==> src/design/blank_pkg.sv <==
// constants for the display blanking timing block
// assumes a 32-bit classic wishbone slave on the pixel clock
package blank_pkg;
   localparam logic [7:0]  HBLANK_OFS   = 8'h00;
   localparam logic [7:0]  VBLANK_OFS   = 8'h04;
   localparam logic [7:0]  MODE_OFS     = 8'h08;
   localparam logic [7:0]  FRAME_OFS    = 8'h0C;
   localparam logic [7:0]  VBIT_OFS     = 8'h10;
   localparam logic [7:0]  STATUS_OFS   = 8'h14;
   localparam logic [31:0] HBLANK_MASK  = 32'h0FFF8FFF;
   localparam logic [31:0] POS_MASK     = 32'h0FFF0FFF;
   localparam logic [31:0] MODE_MASK    = 32'h00000007;
   localparam logic [31:0] VBIT_MASK    = 32'h00000001;
   localparam logic [31:0] REG_RESET    = 32'h00000000;
   localparam int          HI_LSB       = 16;
   localparam int          DELAY_BIT    = 15;
   localparam int          RAW_BIT      = 1;
   localparam logic [2:0]  DELAY_CLOCKS = 3'h4;
   localparam logic [11:0] PIX_FIRST    = 12'h000;
   localparam logic [11:0] LINE_FIRST   = 12'h001;
   typedef enum logic [1:0] {LB_ACTIVE, LB_BLANK, LB_HOLD} line_state_t;
endpackage

==> src/design/display_blanking_timing.sv <==
// display blanking timing: line/frame blank, code insertion strobes
// assumes a classic wishbone master on CORE_CLK, the pixel clock
`timescale 1ns/1ps
module display_blanking_timing
   import blank_pkg::*;
(
   input  wire logic        CORE_CLK,
   input  wire logic        RESET,
   input  wire logic        WB_CYC_I,
   input  wire logic        WB_STB_I,
   input  wire logic        WB_WE_I,
   input  wire logic [7:0]  WB_ADR_I,
   input  wire logic [3:0]  WB_SEL_I,
   input  wire logic [31:0] WB_DAT_I,
   output logic      [31:0] WB_DAT_O,
   output logic             WB_ACK_O,
   output logic             LINE_BLANK,
   output logic             FRAME_BLANK,
   output logic             EAV_INSERT,
   output logic             SAV_INSERT,
   output logic             FIELD1_VBIT
);

   // byte-lane write with reserved bits forced to zero
   function automatic logic [31:0] lane_write(
      input logic [31:0] old,
      input logic [31:0] data,
      input logic [3:0]  sel,
      input logic [31:0] mask
   );
      logic [31:0] be;
      be = {{8{sel[3]}}, {8{sel[2]}}, {8{sel[1]}}, {8{sel[0]}}};
      return ((old & ~be) | (data & be)) & mask;
   endfunction

   logic [31:0] display_horizontal_blank_positions;
   logic [31:0] display_field1_vertical_blank_start;
   logic [31:0] mode_reg;
   logic [31:0] frame_size_reg;
   logic [31:0] f1_vbit_control_reg;
   logic [31:0] next_hblank;
   logic [31:0] next_vblank;
   logic [31:0] next_mode;
   logic [31:0] next_frame;
   logic [31:0] next_vbit;
   logic [31:0] next_dat;
   logic        next_ack;
   logic        wr_go;

   logic [11:0] pixel_position_counter;
   logic [11:0] line_position_counter;
   logic [11:0] next_pix;
   logic [11:0] next_line;
   logic [11:0] frame_pixel_total;
   logic [11:0] frame_line_total;
   logic        line_end;
   logic        frame_end;

   logic [11:0] line_blank_begin;
   logic [11:0] line_blank_end;
   logic        line_blank_delay_en;
   logic [11:0] f1_vblank_begin_line;
   logic [11:0] f1_vblank_begin_pixel;
   logic        raw_mode;
   logic        hit_begin;
   logic        hit_end;

   line_state_t line_state;
   line_state_t next_line_state;
   logic [2:0]  delay_cnt;
   logic [2:0]  next_delay_cnt;
   logic        next_line_blank;
   logic        next_frame_blank;
   logic        next_eav;
   logic        next_sav;
   logic        next_field1_vbit;

   // field views of the registers
   always_comb
   begin
      line_blank_begin      = display_horizontal_blank_positions[11:0];
      line_blank_end        = display_horizontal_blank_positions[HI_LSB +: 12];
      line_blank_delay_en   = display_horizontal_blank_positions[DELAY_BIT];
      f1_vblank_begin_pixel = display_field1_vertical_blank_start[11:0];
      f1_vblank_begin_line  = display_field1_vertical_blank_start[HI_LSB +: 12];
      frame_pixel_total     = frame_size_reg[11:0];
      frame_line_total      = frame_size_reg[HI_LSB +: 12];
      raw_mode              = mode_reg[RAW_BIT];
   end

   // wishbone slave: one wait state, ack for one cycle
   always_comb
   begin
      wr_go       = WB_CYC_I && WB_STB_I && WB_WE_I && !WB_ACK_O;
      next_ack    = WB_CYC_I && WB_STB_I && !WB_ACK_O;
      next_hblank = display_horizontal_blank_positions;
      next_vblank = display_field1_vertical_blank_start;
      next_mode   = mode_reg;
      next_frame  = frame_size_reg;
      next_vbit   = f1_vbit_control_reg;
      next_dat    = 32'h00000000;
      if (wr_go)
      begin
         case (WB_ADR_I)
            HBLANK_OFS: next_hblank = lane_write(next_hblank, WB_DAT_I, WB_SEL_I,
                                                 HBLANK_MASK);
            VBLANK_OFS: next_vblank = lane_write(next_vblank, WB_DAT_I, WB_SEL_I,
                                                 POS_MASK);
            MODE_OFS:   next_mode = lane_write(next_mode, WB_DAT_I, WB_SEL_I,
                                               MODE_MASK);
            FRAME_OFS:  next_frame = lane_write(next_frame, WB_DAT_I, WB_SEL_I,
                                                POS_MASK);
            VBIT_OFS:   next_vbit = lane_write(next_vbit, WB_DAT_I, WB_SEL_I,
                                               VBIT_MASK);
            default:    next_dat = 32'h00000000;
         endcase
      end
      if (next_ack && !WB_WE_I)
      begin
         case (WB_ADR_I)
            HBLANK_OFS: next_dat = display_horizontal_blank_positions;
            VBLANK_OFS: next_dat = display_field1_vertical_blank_start;
            MODE_OFS:   next_dat = mode_reg;
            FRAME_OFS:  next_dat = frame_size_reg;
            VBIT_OFS:   next_dat = f1_vbit_control_reg;
            STATUS_OFS: next_dat = {4'h0, line_position_counter, LINE_BLANK,
                                    FRAME_BLANK, 2'h0, pixel_position_counter};
            default:    next_dat = 32'h00000000;
         endcase
      end
   end

   always_ff @(posedge CORE_CLK or posedge RESET)
   begin
      if (RESET)
      begin
         display_horizontal_blank_positions  <= REG_RESET;
         display_field1_vertical_blank_start <= REG_RESET;
         mode_reg                            <= REG_RESET;
         frame_size_reg                      <= REG_RESET;
         f1_vbit_control_reg                 <= REG_RESET;
         WB_DAT_O                            <= REG_RESET;
         WB_ACK_O                            <= 1'b0;
      end
      else
      begin
         display_horizontal_blank_positions  <= next_hblank;
         display_field1_vertical_blank_start <= next_vblank;
         mode_reg                            <= next_mode;
         frame_size_reg                      <= next_frame;
         f1_vbit_control_reg                 <= next_vbit;
         WB_DAT_O                            <= next_dat;
         WB_ACK_O                            <= next_ack;
      end
   end

   // frame counters
   always_comb
   begin
      line_end  = (frame_pixel_total == 12'h000) ||
                  (pixel_position_counter >= frame_pixel_total - 12'h001);
      frame_end = line_end && (line_position_counter >= frame_line_total);
      next_pix  = line_end ? PIX_FIRST : pixel_position_counter + 12'h001;
      next_line = line_position_counter;
      if (line_end)
      begin
         next_line = frame_end ? LINE_FIRST : line_position_counter + 12'h001;
      end
   end

   always_ff @(posedge CORE_CLK or posedge RESET)
   begin
      if (RESET)
      begin
         pixel_position_counter <= PIX_FIRST;
         line_position_counter  <= LINE_FIRST;
      end
      else
      begin
         pixel_position_counter <= next_pix;
         line_position_counter  <= next_line;
      end
   end

   // frame blank: set at field-1 start, cleared at frame wrap, set wins
   always_comb
   begin
      next_frame_blank = FRAME_BLANK;
      if (frame_end)
      begin
         next_frame_blank = 1'b0;
      end
      if ((line_position_counter == f1_vblank_begin_line) &&
          (pixel_position_counter == f1_vblank_begin_pixel))
      begin
         next_frame_blank = 1'b1;
      end
   end

   always_ff @(posedge CORE_CLK or posedge RESET)
   begin
      if (RESET)
      begin
         FRAME_BLANK <= 1'b0;
      end
      else
      begin
         FRAME_BLANK <= next_frame_blank;
      end
   end

   // code insertion strobes and field-1 v bit
   always_comb
   begin
      next_eav         = hit_begin && !raw_mode;
      next_sav         = hit_end && !raw_mode;
      next_field1_vbit = f1_vbit_control_reg[0];
   end

   always_ff @(posedge CORE_CLK or posedge RESET)
   begin
      if (RESET)
      begin
         EAV_INSERT  <= 1'b0;
         SAV_INSERT  <= 1'b0;
         FIELD1_VBIT <= 1'b0;
      end
      else
      begin
         EAV_INSERT  <= next_eav;
         SAV_INSERT  <= next_sav;
         FIELD1_VBIT <= next_field1_vbit;
      end
   end

   // line blank state and delay
   always_comb
   begin
      hit_begin        = (pixel_position_counter == line_blank_begin);
      hit_end          = (pixel_position_counter == line_blank_end);
      next_line_state  = line_state;
      next_delay_cnt   = delay_cnt;
      case (line_state)
         LB_ACTIVE:
         begin
            if (hit_begin)
            begin
               next_line_state = LB_BLANK;
            end
         end
         LB_BLANK:
         begin
            if (hit_end && line_blank_delay_en && !raw_mode)
            begin
               next_line_state = LB_HOLD;
               next_delay_cnt  = DELAY_CLOCKS;
            end
            else if (hit_end)
            begin
               next_line_state = LB_ACTIVE;
            end
         end
         LB_HOLD:
         begin
            next_delay_cnt = delay_cnt - 3'h1;
            if (delay_cnt == 3'h1)
            begin
               next_line_state = LB_ACTIVE;
            end
         end
         default:
         begin
            next_line_state = LB_ACTIVE;
         end
      endcase
      if (hit_begin)
      begin
         next_line_state = LB_BLANK;
      end
      next_line_blank = (next_line_state != LB_ACTIVE);
   end

   always_ff @(posedge CORE_CLK or posedge RESET)
   begin
      if (RESET)
      begin
         line_state  <= LB_ACTIVE;
         delay_cnt   <= 3'h0;
         LINE_BLANK  <= 1'b0;
      end
      else
      begin
         line_state  <= next_line_state;
         delay_cnt   <= next_delay_cnt;
         LINE_BLANK  <= next_line_blank;
      end
   end

endmodule

==> config.mk <==
export PLATFORM = sky130hd
export DESIGN_NAME = display_blanking_timing
export DESIGN_NICKNAME = d
export VERILOG_FILES = /design/src/design/blank_pkg.sv /design/src/design/display_blanking_timing.sv
export SDC_FILE = /design/constraint.sdc
export NUM_CORES = 1
export LEC_CHECK = 0
export BUFFER_PORTS_ARGS = -buffer_cell sky130_fd_sc_hd__buf_2
export CORE_ASPECT_RATIO = 0.7
export CORE_MARGIN = 8
export CORE_UTILIZATION = 59
export CTS_CLUSTER_SIZE = 28
export DETAILED_ROUTE_END_ITERATION = 10
export PLACE_DENSITY = 0.88
export SYNTH_ARGS = -nofsm -noshare
export SYNTH_HDL_FRONTEND = slang
export SYNTH_SLANG_ARGS = --single-unit
==> constraint.sdc <==
create_clock -name CORE_CLK -period 6.6 [get_ports CORE_CLK]
set_clock_uncertainty 0.05 [all_clocks]
set_input_delay 1.32 -clock CORE_CLK [delete_from_list [all_inputs] [get_ports CORE_CLK]]
set_output_delay 1.32 -clock CORE_CLK [all_outputs]
set_load 0.005 [all_outputs]
## Yosys cells after proc, flatten, opt, wreduce, memory -nomap -nowiden

Index checks and enable logic that the tools add are counted.

- Add/sub/neg operators: 4
- $lt $le $gt $ge: 2
- Eq/ne operators: 13
- Multiplexer cells: 13
- Bitwise gates (word level): 12
- Reductions and logical operators: 27

Operator list:

| kind | count |
|---|---|
| $pmux W28 S6 | 1 |
| $and A28 B28 Y28 | 4 |
| $or A28 B28 Y28 | 3 |
| $eq A12 B12 Y1 | 4 |
| $mux W28 | 1 |
| $not A28 Y28 | 1 |
| $add A12 B1 Y12 const B | 2 |
| $ge A12 B12 Y1 | 2 |
| $mux W12 | 2 |
| $eq A8 B4 Y1 const B | 2 |
| $eq A8 B5 Y1 const B | 2 |
| $logic_not A12 Y1 | 1 |
| $reduce_and A2 Y1 | 6 |
| $sub A12 B1 Y12 const B | 1 |
| $logic_and A1 B1 Y1 | 11 |
| $eq A8 B3 Y1 const B | 1 |
| $logic_not A8 Y1 | 1 |
| $mux W2 | 4 |
| $pmux W2 S3 | 1 |
| $pmux W3 S2 | 1 |
| $reduce_bool A2 Y1 | 3 |
| $and A3 B3 Y3 | 1 |
| $eq A3 B1 Y1 const B | 1 |
| $logic_not A1 Y1 | 3 |
| 11 further kinds | 12 |

- Flip-flop bits (word level): 144
- Output and inout port bits: 38
- Logic and storage cells: 87

## Longest topological paths before layout

Gate-level depths: netlist of run 1.

- Word-level depth: 7
- Gate-level depth with buffers: 12
- Gate-level depth less buffers: 11

## Worst setup path after synthesis of run 1

Ideal clock, no wire load.

- Kind: input to register
- Start point: in WB_ADR_I[5]
- End point: reg with a tool-made name
- Arrival time: 3209 ps
- Data required time: 6425 ps
- Path slack: 3216 ps
- Stages on the path: 7
- Path buffers: 2
- Cells stage by stage: or4_4 > or2_1 > buf_2 > or3_1 > buf_6 > nor2_8 > mux2_4

RTL lines:

| what | RTL line | text |
|---|---|---|
| from (decl) | display_blanking_timing.sv:12 | `input wire logic [7:0] WB_ADR_I,` |

==> reports/results.tsv, run 1 <==
metric	value	unit
Core ar.	12300	um2
status	complete, no violations	
Via Count	5898	
post-DP HPWL	14.4	mm
row cnt	34	
count of buffers from port buffering	73	
GRT overflow	0	
CTS Buf Count	17	
WP data required	6.87	ns
Final Wtd Congestion	0.957	
vias in the first global route	6217	
dpl cell area	7840	um2
Post-Layout Inst Area	8490	um2
CTS tree	built	
placed insts	878	
via-per-instance ratio	6.48	
total die area	16500	um2
Clock Tree Buf Depth	2	
Synth Cell Area	7420	um2
Clock Sinks	138	
ratio of cells with drive above 1 in the final layout	0.258	
pin count of the biggest net entering global routing	90	
top cells by area, synth	dfrtp_1, mux2_2, xnor2_1	
Initial Util	0.601	
Arr. time, crit path	4.35	ns
worst-path maximum fanout	13	
CP endpoint kind	register	
DRC viols	0	
Post-CTS Setup Inserts	0	
biggest area consumer among synthesized cells	dfrtp_1	
final wirelength	20.7	mm
RSZ-0062 raised after global routing	no	
die height	110	um
global-route wire length before repair	32.9	mm
post-route ant nets	0	
Layout fillers	851	
reg2reg end	line_position_counter[4]	
Syn. warnings	0	
clk root buf	clkbuf_16	
WL/cell	22.7	um
max_slew headroom	0.158	
Finish-stage setup viols	0	
DRT iter0 DRCs	852	
Clock Latency Late Sink	0.42	ns
Tot GR Track Use	0.260	
R2R Setup Slk	2.51	ns
IO Count	87	
syn avg cell area	10.9	um2
synth-to-layout area growth	14.5	%
CTS resizes	0	
Tightest Pin Transition	1.26	ns
Pins Over Slew Limit	0	
Max-Cap Viols	0	
cts hold-fix bufs	0	
Fin Setup TNS	0	ns
Synth Instances	678	
Post-synth ARST share	1.00	
Reg2Reg Depth	11	
post-synthesis sequential area ratio	0.466	
Most used DFF post-synth	dfrtp_1	
Tcrit/Tclk final	0.619	
Pleak	4.13	nW
Fin. Hold Viols	0	
Clock Pin Slew Worst Setup and Hold Paths	0.06	ns
Detailed Routing Iterations Pass 1	6	
nets	813	
maximum VDD drop	225	uV
crit path kind	register to register	
ant diodes	0	
element type at the critical path start	register	
Die Span X	150	um
H-tree level count	4	
flops & latches, synth	138	
fin crit period	4.09	ns
worst setup path endpoint	line_position_counter[4]	
Finished Core Util	0.688	
initial antenna violation count	0	
Yosys top cell area share	0.462	
worst hold-check path type	register to register	
pwr dens	248	nW/um2
post-route insts no fill	910	
Netlist cell types	61	
fmax	245	MHz
EDFF count, synth	0	
[cell type report]
type	count	area, um2	share of cell area
Sequential cell	138	3450	0.407
Inverter	29	114	0.0134
Clock buffer	18	429	0.0506
Clock inverter	14	220	0.0259
Tap cell	162	203	0.0239
Timing Repair Buffer	76	388	0.0457
Multi-Input combinational cell	473	3680	0.434
[placed cells by master (no fill, tap or decap), types with 5 or more instances in the layout]
cell type  instances
a21oi_1           33
a222oi_1          17
a22o_1             7
a22oi_1           16
and3_1            12
buf_2             73
bufinv_16          5
clkbuf_16         17
conb_1             6
dfrtp_1          137
ha_1              29
inv_1             28
mux2_2            65
mux2_4             8
nand2_1           43
nand2b_1           7
nand3_1           12
nand4_1           11
nor2_1            43
nor3_1            11
nor4_1             8
o211ai_1           6
o21ai_0            7
o32ai_1            7
xnor2_1           43
xor2_1            24
[per-stage QoR]
stage / setup slack, ns / hold WS (ns) / total power, mW
6_report: 2.51 / 0.366 / 2.10
5_1_grt: 2.35 / 0.386 / 2.16
4_1_cts: 2.61 / 0.365 / 2.10
3_5_place_dp: 2.68 / 0.352 / 1.06
3_3_place_gp: 2.78 / 0.349 / 1.05
2_1_floorplan: 1.54 / 0.318 / 1.01
[metal layers]
metal  track usage  vias up  routed length, um
met5             0        -                  0
met1         0.349     2923               8390
li1              -     2557                  -
met3        0.0765       40               2570
met2         0.399      378               9370
met4        0.0881        0                354
[kinds of logic (layout without fill, tap and decap cells)]
group | after synthesis | in the layout | share of synthesized area
simple gates | 182 | 182 | 0.132
other cells | 1 | 6 | 0.000506
flops | 138 | 138 | 0.466
mux | 78 | 78 | 0.122
fa+ha+maj | 29 | 29 | 0.0489
xor+xnor | 67 | 67 | 0.0791
compound gates | 111 | 111 | 0.110
buf+inv | 72 | 137 | 0.0415
[worst max-delay path, cell delays in order, from the launching register on]
cell and delay (ns):
dfrtp_1 0.44, or4_1 0.59, nor2_1 0.20, nand3_1 0.15
nor3_1 0.21, xnor2_1 0.17, ha_1 0.30, a21oi_1 0.16
o21ai_0 0.14, a211oi_1 0.65, nand2_1 0.56, o211ai_1 0.35
[worst min path at each step]
stage                             end     start  cells after the start  slack, ns
after detailed placement  FIELD1_VBIT  register                      0       0.35
after CTS                 FIELD1_VBIT  register                      0       0.36
after global placement    FIELD1_VBIT  register                      0       0.35
after global routing      FIELD1_VBIT  register                      0       0.39
final                     FIELD1_VBIT  register                      0       0.37
after floorplan           FIELD1_VBIT  register                      0       0.32
[power by group]
part / switching, mW / total, mW / internal (mW)
clock: 0.374 / 1.05 / 0.673
sequential: 0.0208 / 0.883 / 0.862
combinational: 0.106 / 0.172 / 0.0660
[Yosys cell counts (3+ instances only)]
cell      instances
nand3_1          12
nor3_1           11
or2_2             3
o32ai_1           7
xor2_1           24
or4_1             4
and3_1           12
o211ai_1          6
dfrtp_1         137
xnor2_1          43
and4_1            4
nor2_1           43
inv_1            29
a21oi_1          33
nor4_1            8
a211oi_1          3
nand4_1          11
ha_1             29
mux2_2           65
and2_1            3
a222oi_1         17
a22oi_1          16
buf_2             6
o21ai_0           7
clkbuf_1         29
nand2b_1          7
mux2_1            4
buf_4             6
nand3b_1          4
nor2b_1           3
a22o_1            7
nand2_1          43
mux2_4            8
Power figures use the tool's default switching activity.
==> inputs of run 2 (changes only) <==
--- a/config.mk
+++ b/config.mk
@@ -8,10 +8,10 @@
 export BUFFER_PORTS_ARGS = -buffer_cell sky130_fd_sc_hd__buf_2
 export CORE_ASPECT_RATIO = 0.7
 export CORE_MARGIN = 8
-export CORE_UTILIZATION = 59
+export CORE_UTILIZATION = 53
 export CTS_CLUSTER_SIZE = 28
 export DETAILED_ROUTE_END_ITERATION = 10
-export PLACE_DENSITY = 0.88
+export PLACE_DENSITY = 0.83
 export SYNTH_ARGS = -nofsm -noshare
 export SYNTH_HDL_FRONTEND = slang
 export SYNTH_SLANG_ARGS = --single-unit
==> constraint.sdc (replaced) <==
create_clock -name CORE_CLK -period 3.5 [get_ports CORE_CLK]
set_clock_uncertainty 0.05 [all_clocks]
set_input_delay 0.7 -clock CORE_CLK [delete_from_list [all_inputs] [get_ports CORE_CLK]]
set_output_delay 0.7 -clock CORE_CLK [all_outputs]
set_load 0.005 [all_outputs]
==> reports/results.tsv, run 2 (same netlist as run 1, synthesis figures left out) <==
metric	value	unit	change
Clock Tree Buf Depth	2		unchanged
fin crit period	3.30	ns	-0.792 ns
nets	828		+1.8%
Core ar.	13800	um2	+12%
pin count of the biggest net entering global routing	82		-8.9%
Via Count	5752		-2.5%
Max-Cap Viols	0		unchanged
max_slew headroom	0.311		+0.153
Finished Core Util	0.627		-0.0611
Tightest Pin Transition	1.03	ns	-0.234 ns
GRT overflow	0		unchanged
DRT iter0 DRCs	671		-21%
Clock Pin Slew Worst Setup and Hold Paths	0.06	ns	about the same
post-DP HPWL	14.8	mm	+2.5%
Die Span X	157	um	+4.9%
ratio of cells with drive above 1 in the final layout	0.280		+0.0225
fmax	303	MHz	+24%
CTS tree	built		
total die area	18100	um2	+9.9%
die height	115	um	+4.7%
R2R Setup Slk	0.20	ns	-2.31 ns
RSZ-0062 raised after global routing	no		
pwr dens	445	nW/um2	+80%
Fin Setup TNS	0	ns	unchanged
post-route insts no fill	953		+4.7%
ant diodes	0		unchanged
Initial Util	0.538		-0.0631
synth-to-layout area growth	16.5	%	
global-route wire length before repair	33.0	mm	+0.42%
IO Count	87		unchanged
Finish-stage setup viols	0		unchanged
CP endpoint kind	register		
placed insts	921		+4.9%
vias in the first global route	6016		-3.2%
final wirelength	20.5	mm	-0.67%
Post-Layout Inst Area	8640	um2	+1.8%
commonest non-fill, non-tap cell in the layout	dfrtp_1		
register area	3450	um2	unchanged
row cnt	36		+5.9%
status	complete, no violations		
cts hold-fix bufs	0		unchanged
count of buffers from port buffering	73		unchanged
Pins Over Slew Limit	0		unchanged
commonest cells after routing, fill and taps aside	dfrtp_1, buf_2, mux2_2, nand2_1, xnor2_1		
via-per-instance ratio	6.04		-6.9%
Final Wtd Congestion	0.939		-1.9%
CTS resizes	0		unchanged
worst-path maximum fanout	9		-4
Clock Latency Late Sink	0.41	ns	about the same
Clock Sinks	138		unchanged
post-route ant nets	0		unchanged
reg2reg end	line_position_counter[6]		
Hold Worst Slack	0.221	ns	-0.145 ns
area of the multi-input gates	3710	um2	+0.78%
WP data required	3.74	ns	-3.13 ns
Layout fillers	1098		+29%
Detailed Routing Iterations Pass 1	9		+3
Reg2Reg Depth	13		+2
crit path kind	register to register		
Arr. time, crit path	3.54	ns	-0.81 ns
Fin. Hold Viols	0		unchanged
DRC viols	0		unchanged
Tot GR Track Use	0.237		-0.0231
clk root buf	clkbuf_16		
H-tree level count	4		unchanged
initial antenna violation count	0		unchanged
maximum VDD drop	363	uV	+61%
Post-CTS Setup Inserts	0		unchanged
worst hold-check path type	primary input to async pin		
WL/cell	21.6	um	-5.1%
dpl cell area	8000	um2	+2.0%
CTS Buf Count	17		unchanged
Tcrit/Tclk final	0.942		+0.322
Pleak	4.22	nW	+2.2%
element type at the critical path start	register		
## run 2: through the flow
stage | setup slack [ns] | power (mW)
floorplan | 0.445 | 1.90
global placement | 0.212 | 2.00
detailed placement | 0.107 | 2.02
CTS | 0.0813 | 3.86
global route | 0.00185 | 3.98
finish | 0.204 | 3.85
## run 2: how the worst max path moves through the flow
stage,depth (start not counted),startpoint,to,slack [ns]
after CTS,13,register,line_position_counter[6],0.08
after global placement,13,register,line_position_counter[6],0.21
after detailed placement,13,register,line_position_counter[6],0.11
after floorplan,11,register,line_position_counter[6],0.45
after global routing,13,register,line_position_counter[6],0.002
final,13,register,line_position_counter[6],0.20
## run 2: worst max-delay path, stage by stage (launching register included)
cell and delay [ns]:
dfrtp_1 0.41, or4_4 0.59, nor2_4 0.12, nand3_2 0.10, nor3_2 0.20, xnor2_1 0.14, ha_1 0.28, a21oi_1 0.18
o21ai_1 0.11, a211oi_1 0.23, buf_4 0.18, a211oi_2 0.06, buf_4 0.22, a221o_1 0.30
## run 2: area by class of cell
| type | count | share of cell area |
|---|---|---|
| clock inverter | 11 | 0.0166 |
| timing repair buffer | 91 | 0.0594 |
| sequential | 138 | 0.400 |
| multi-input combinational | 473 | 0.429 |
| tap | 190 | 0.0275 |
| clock buffer | 21 | 0.0544 |
| inverter | 29 | 0.0130 |
## run 2: report_power, final
group | internal (mW) | switching [mW] | total (mW)
Combinational | 0.135 | 0.197 | 0.332
Sequential | 1.63 | 0.0386 | 1.67
Clock | 1.18 | 0.675 | 1.85
Total | 2.94 | 0.911 | 3.85
## run 2: routing by layer
layer,up-vias,global-route usage,share of wire
met1,2850,0.338,0.45
met4,0,0.0670,0.017
li1,2587,-,-
met5,-,0,0
met2,277,0.344,0.43
met3,38,0.0687,0.11
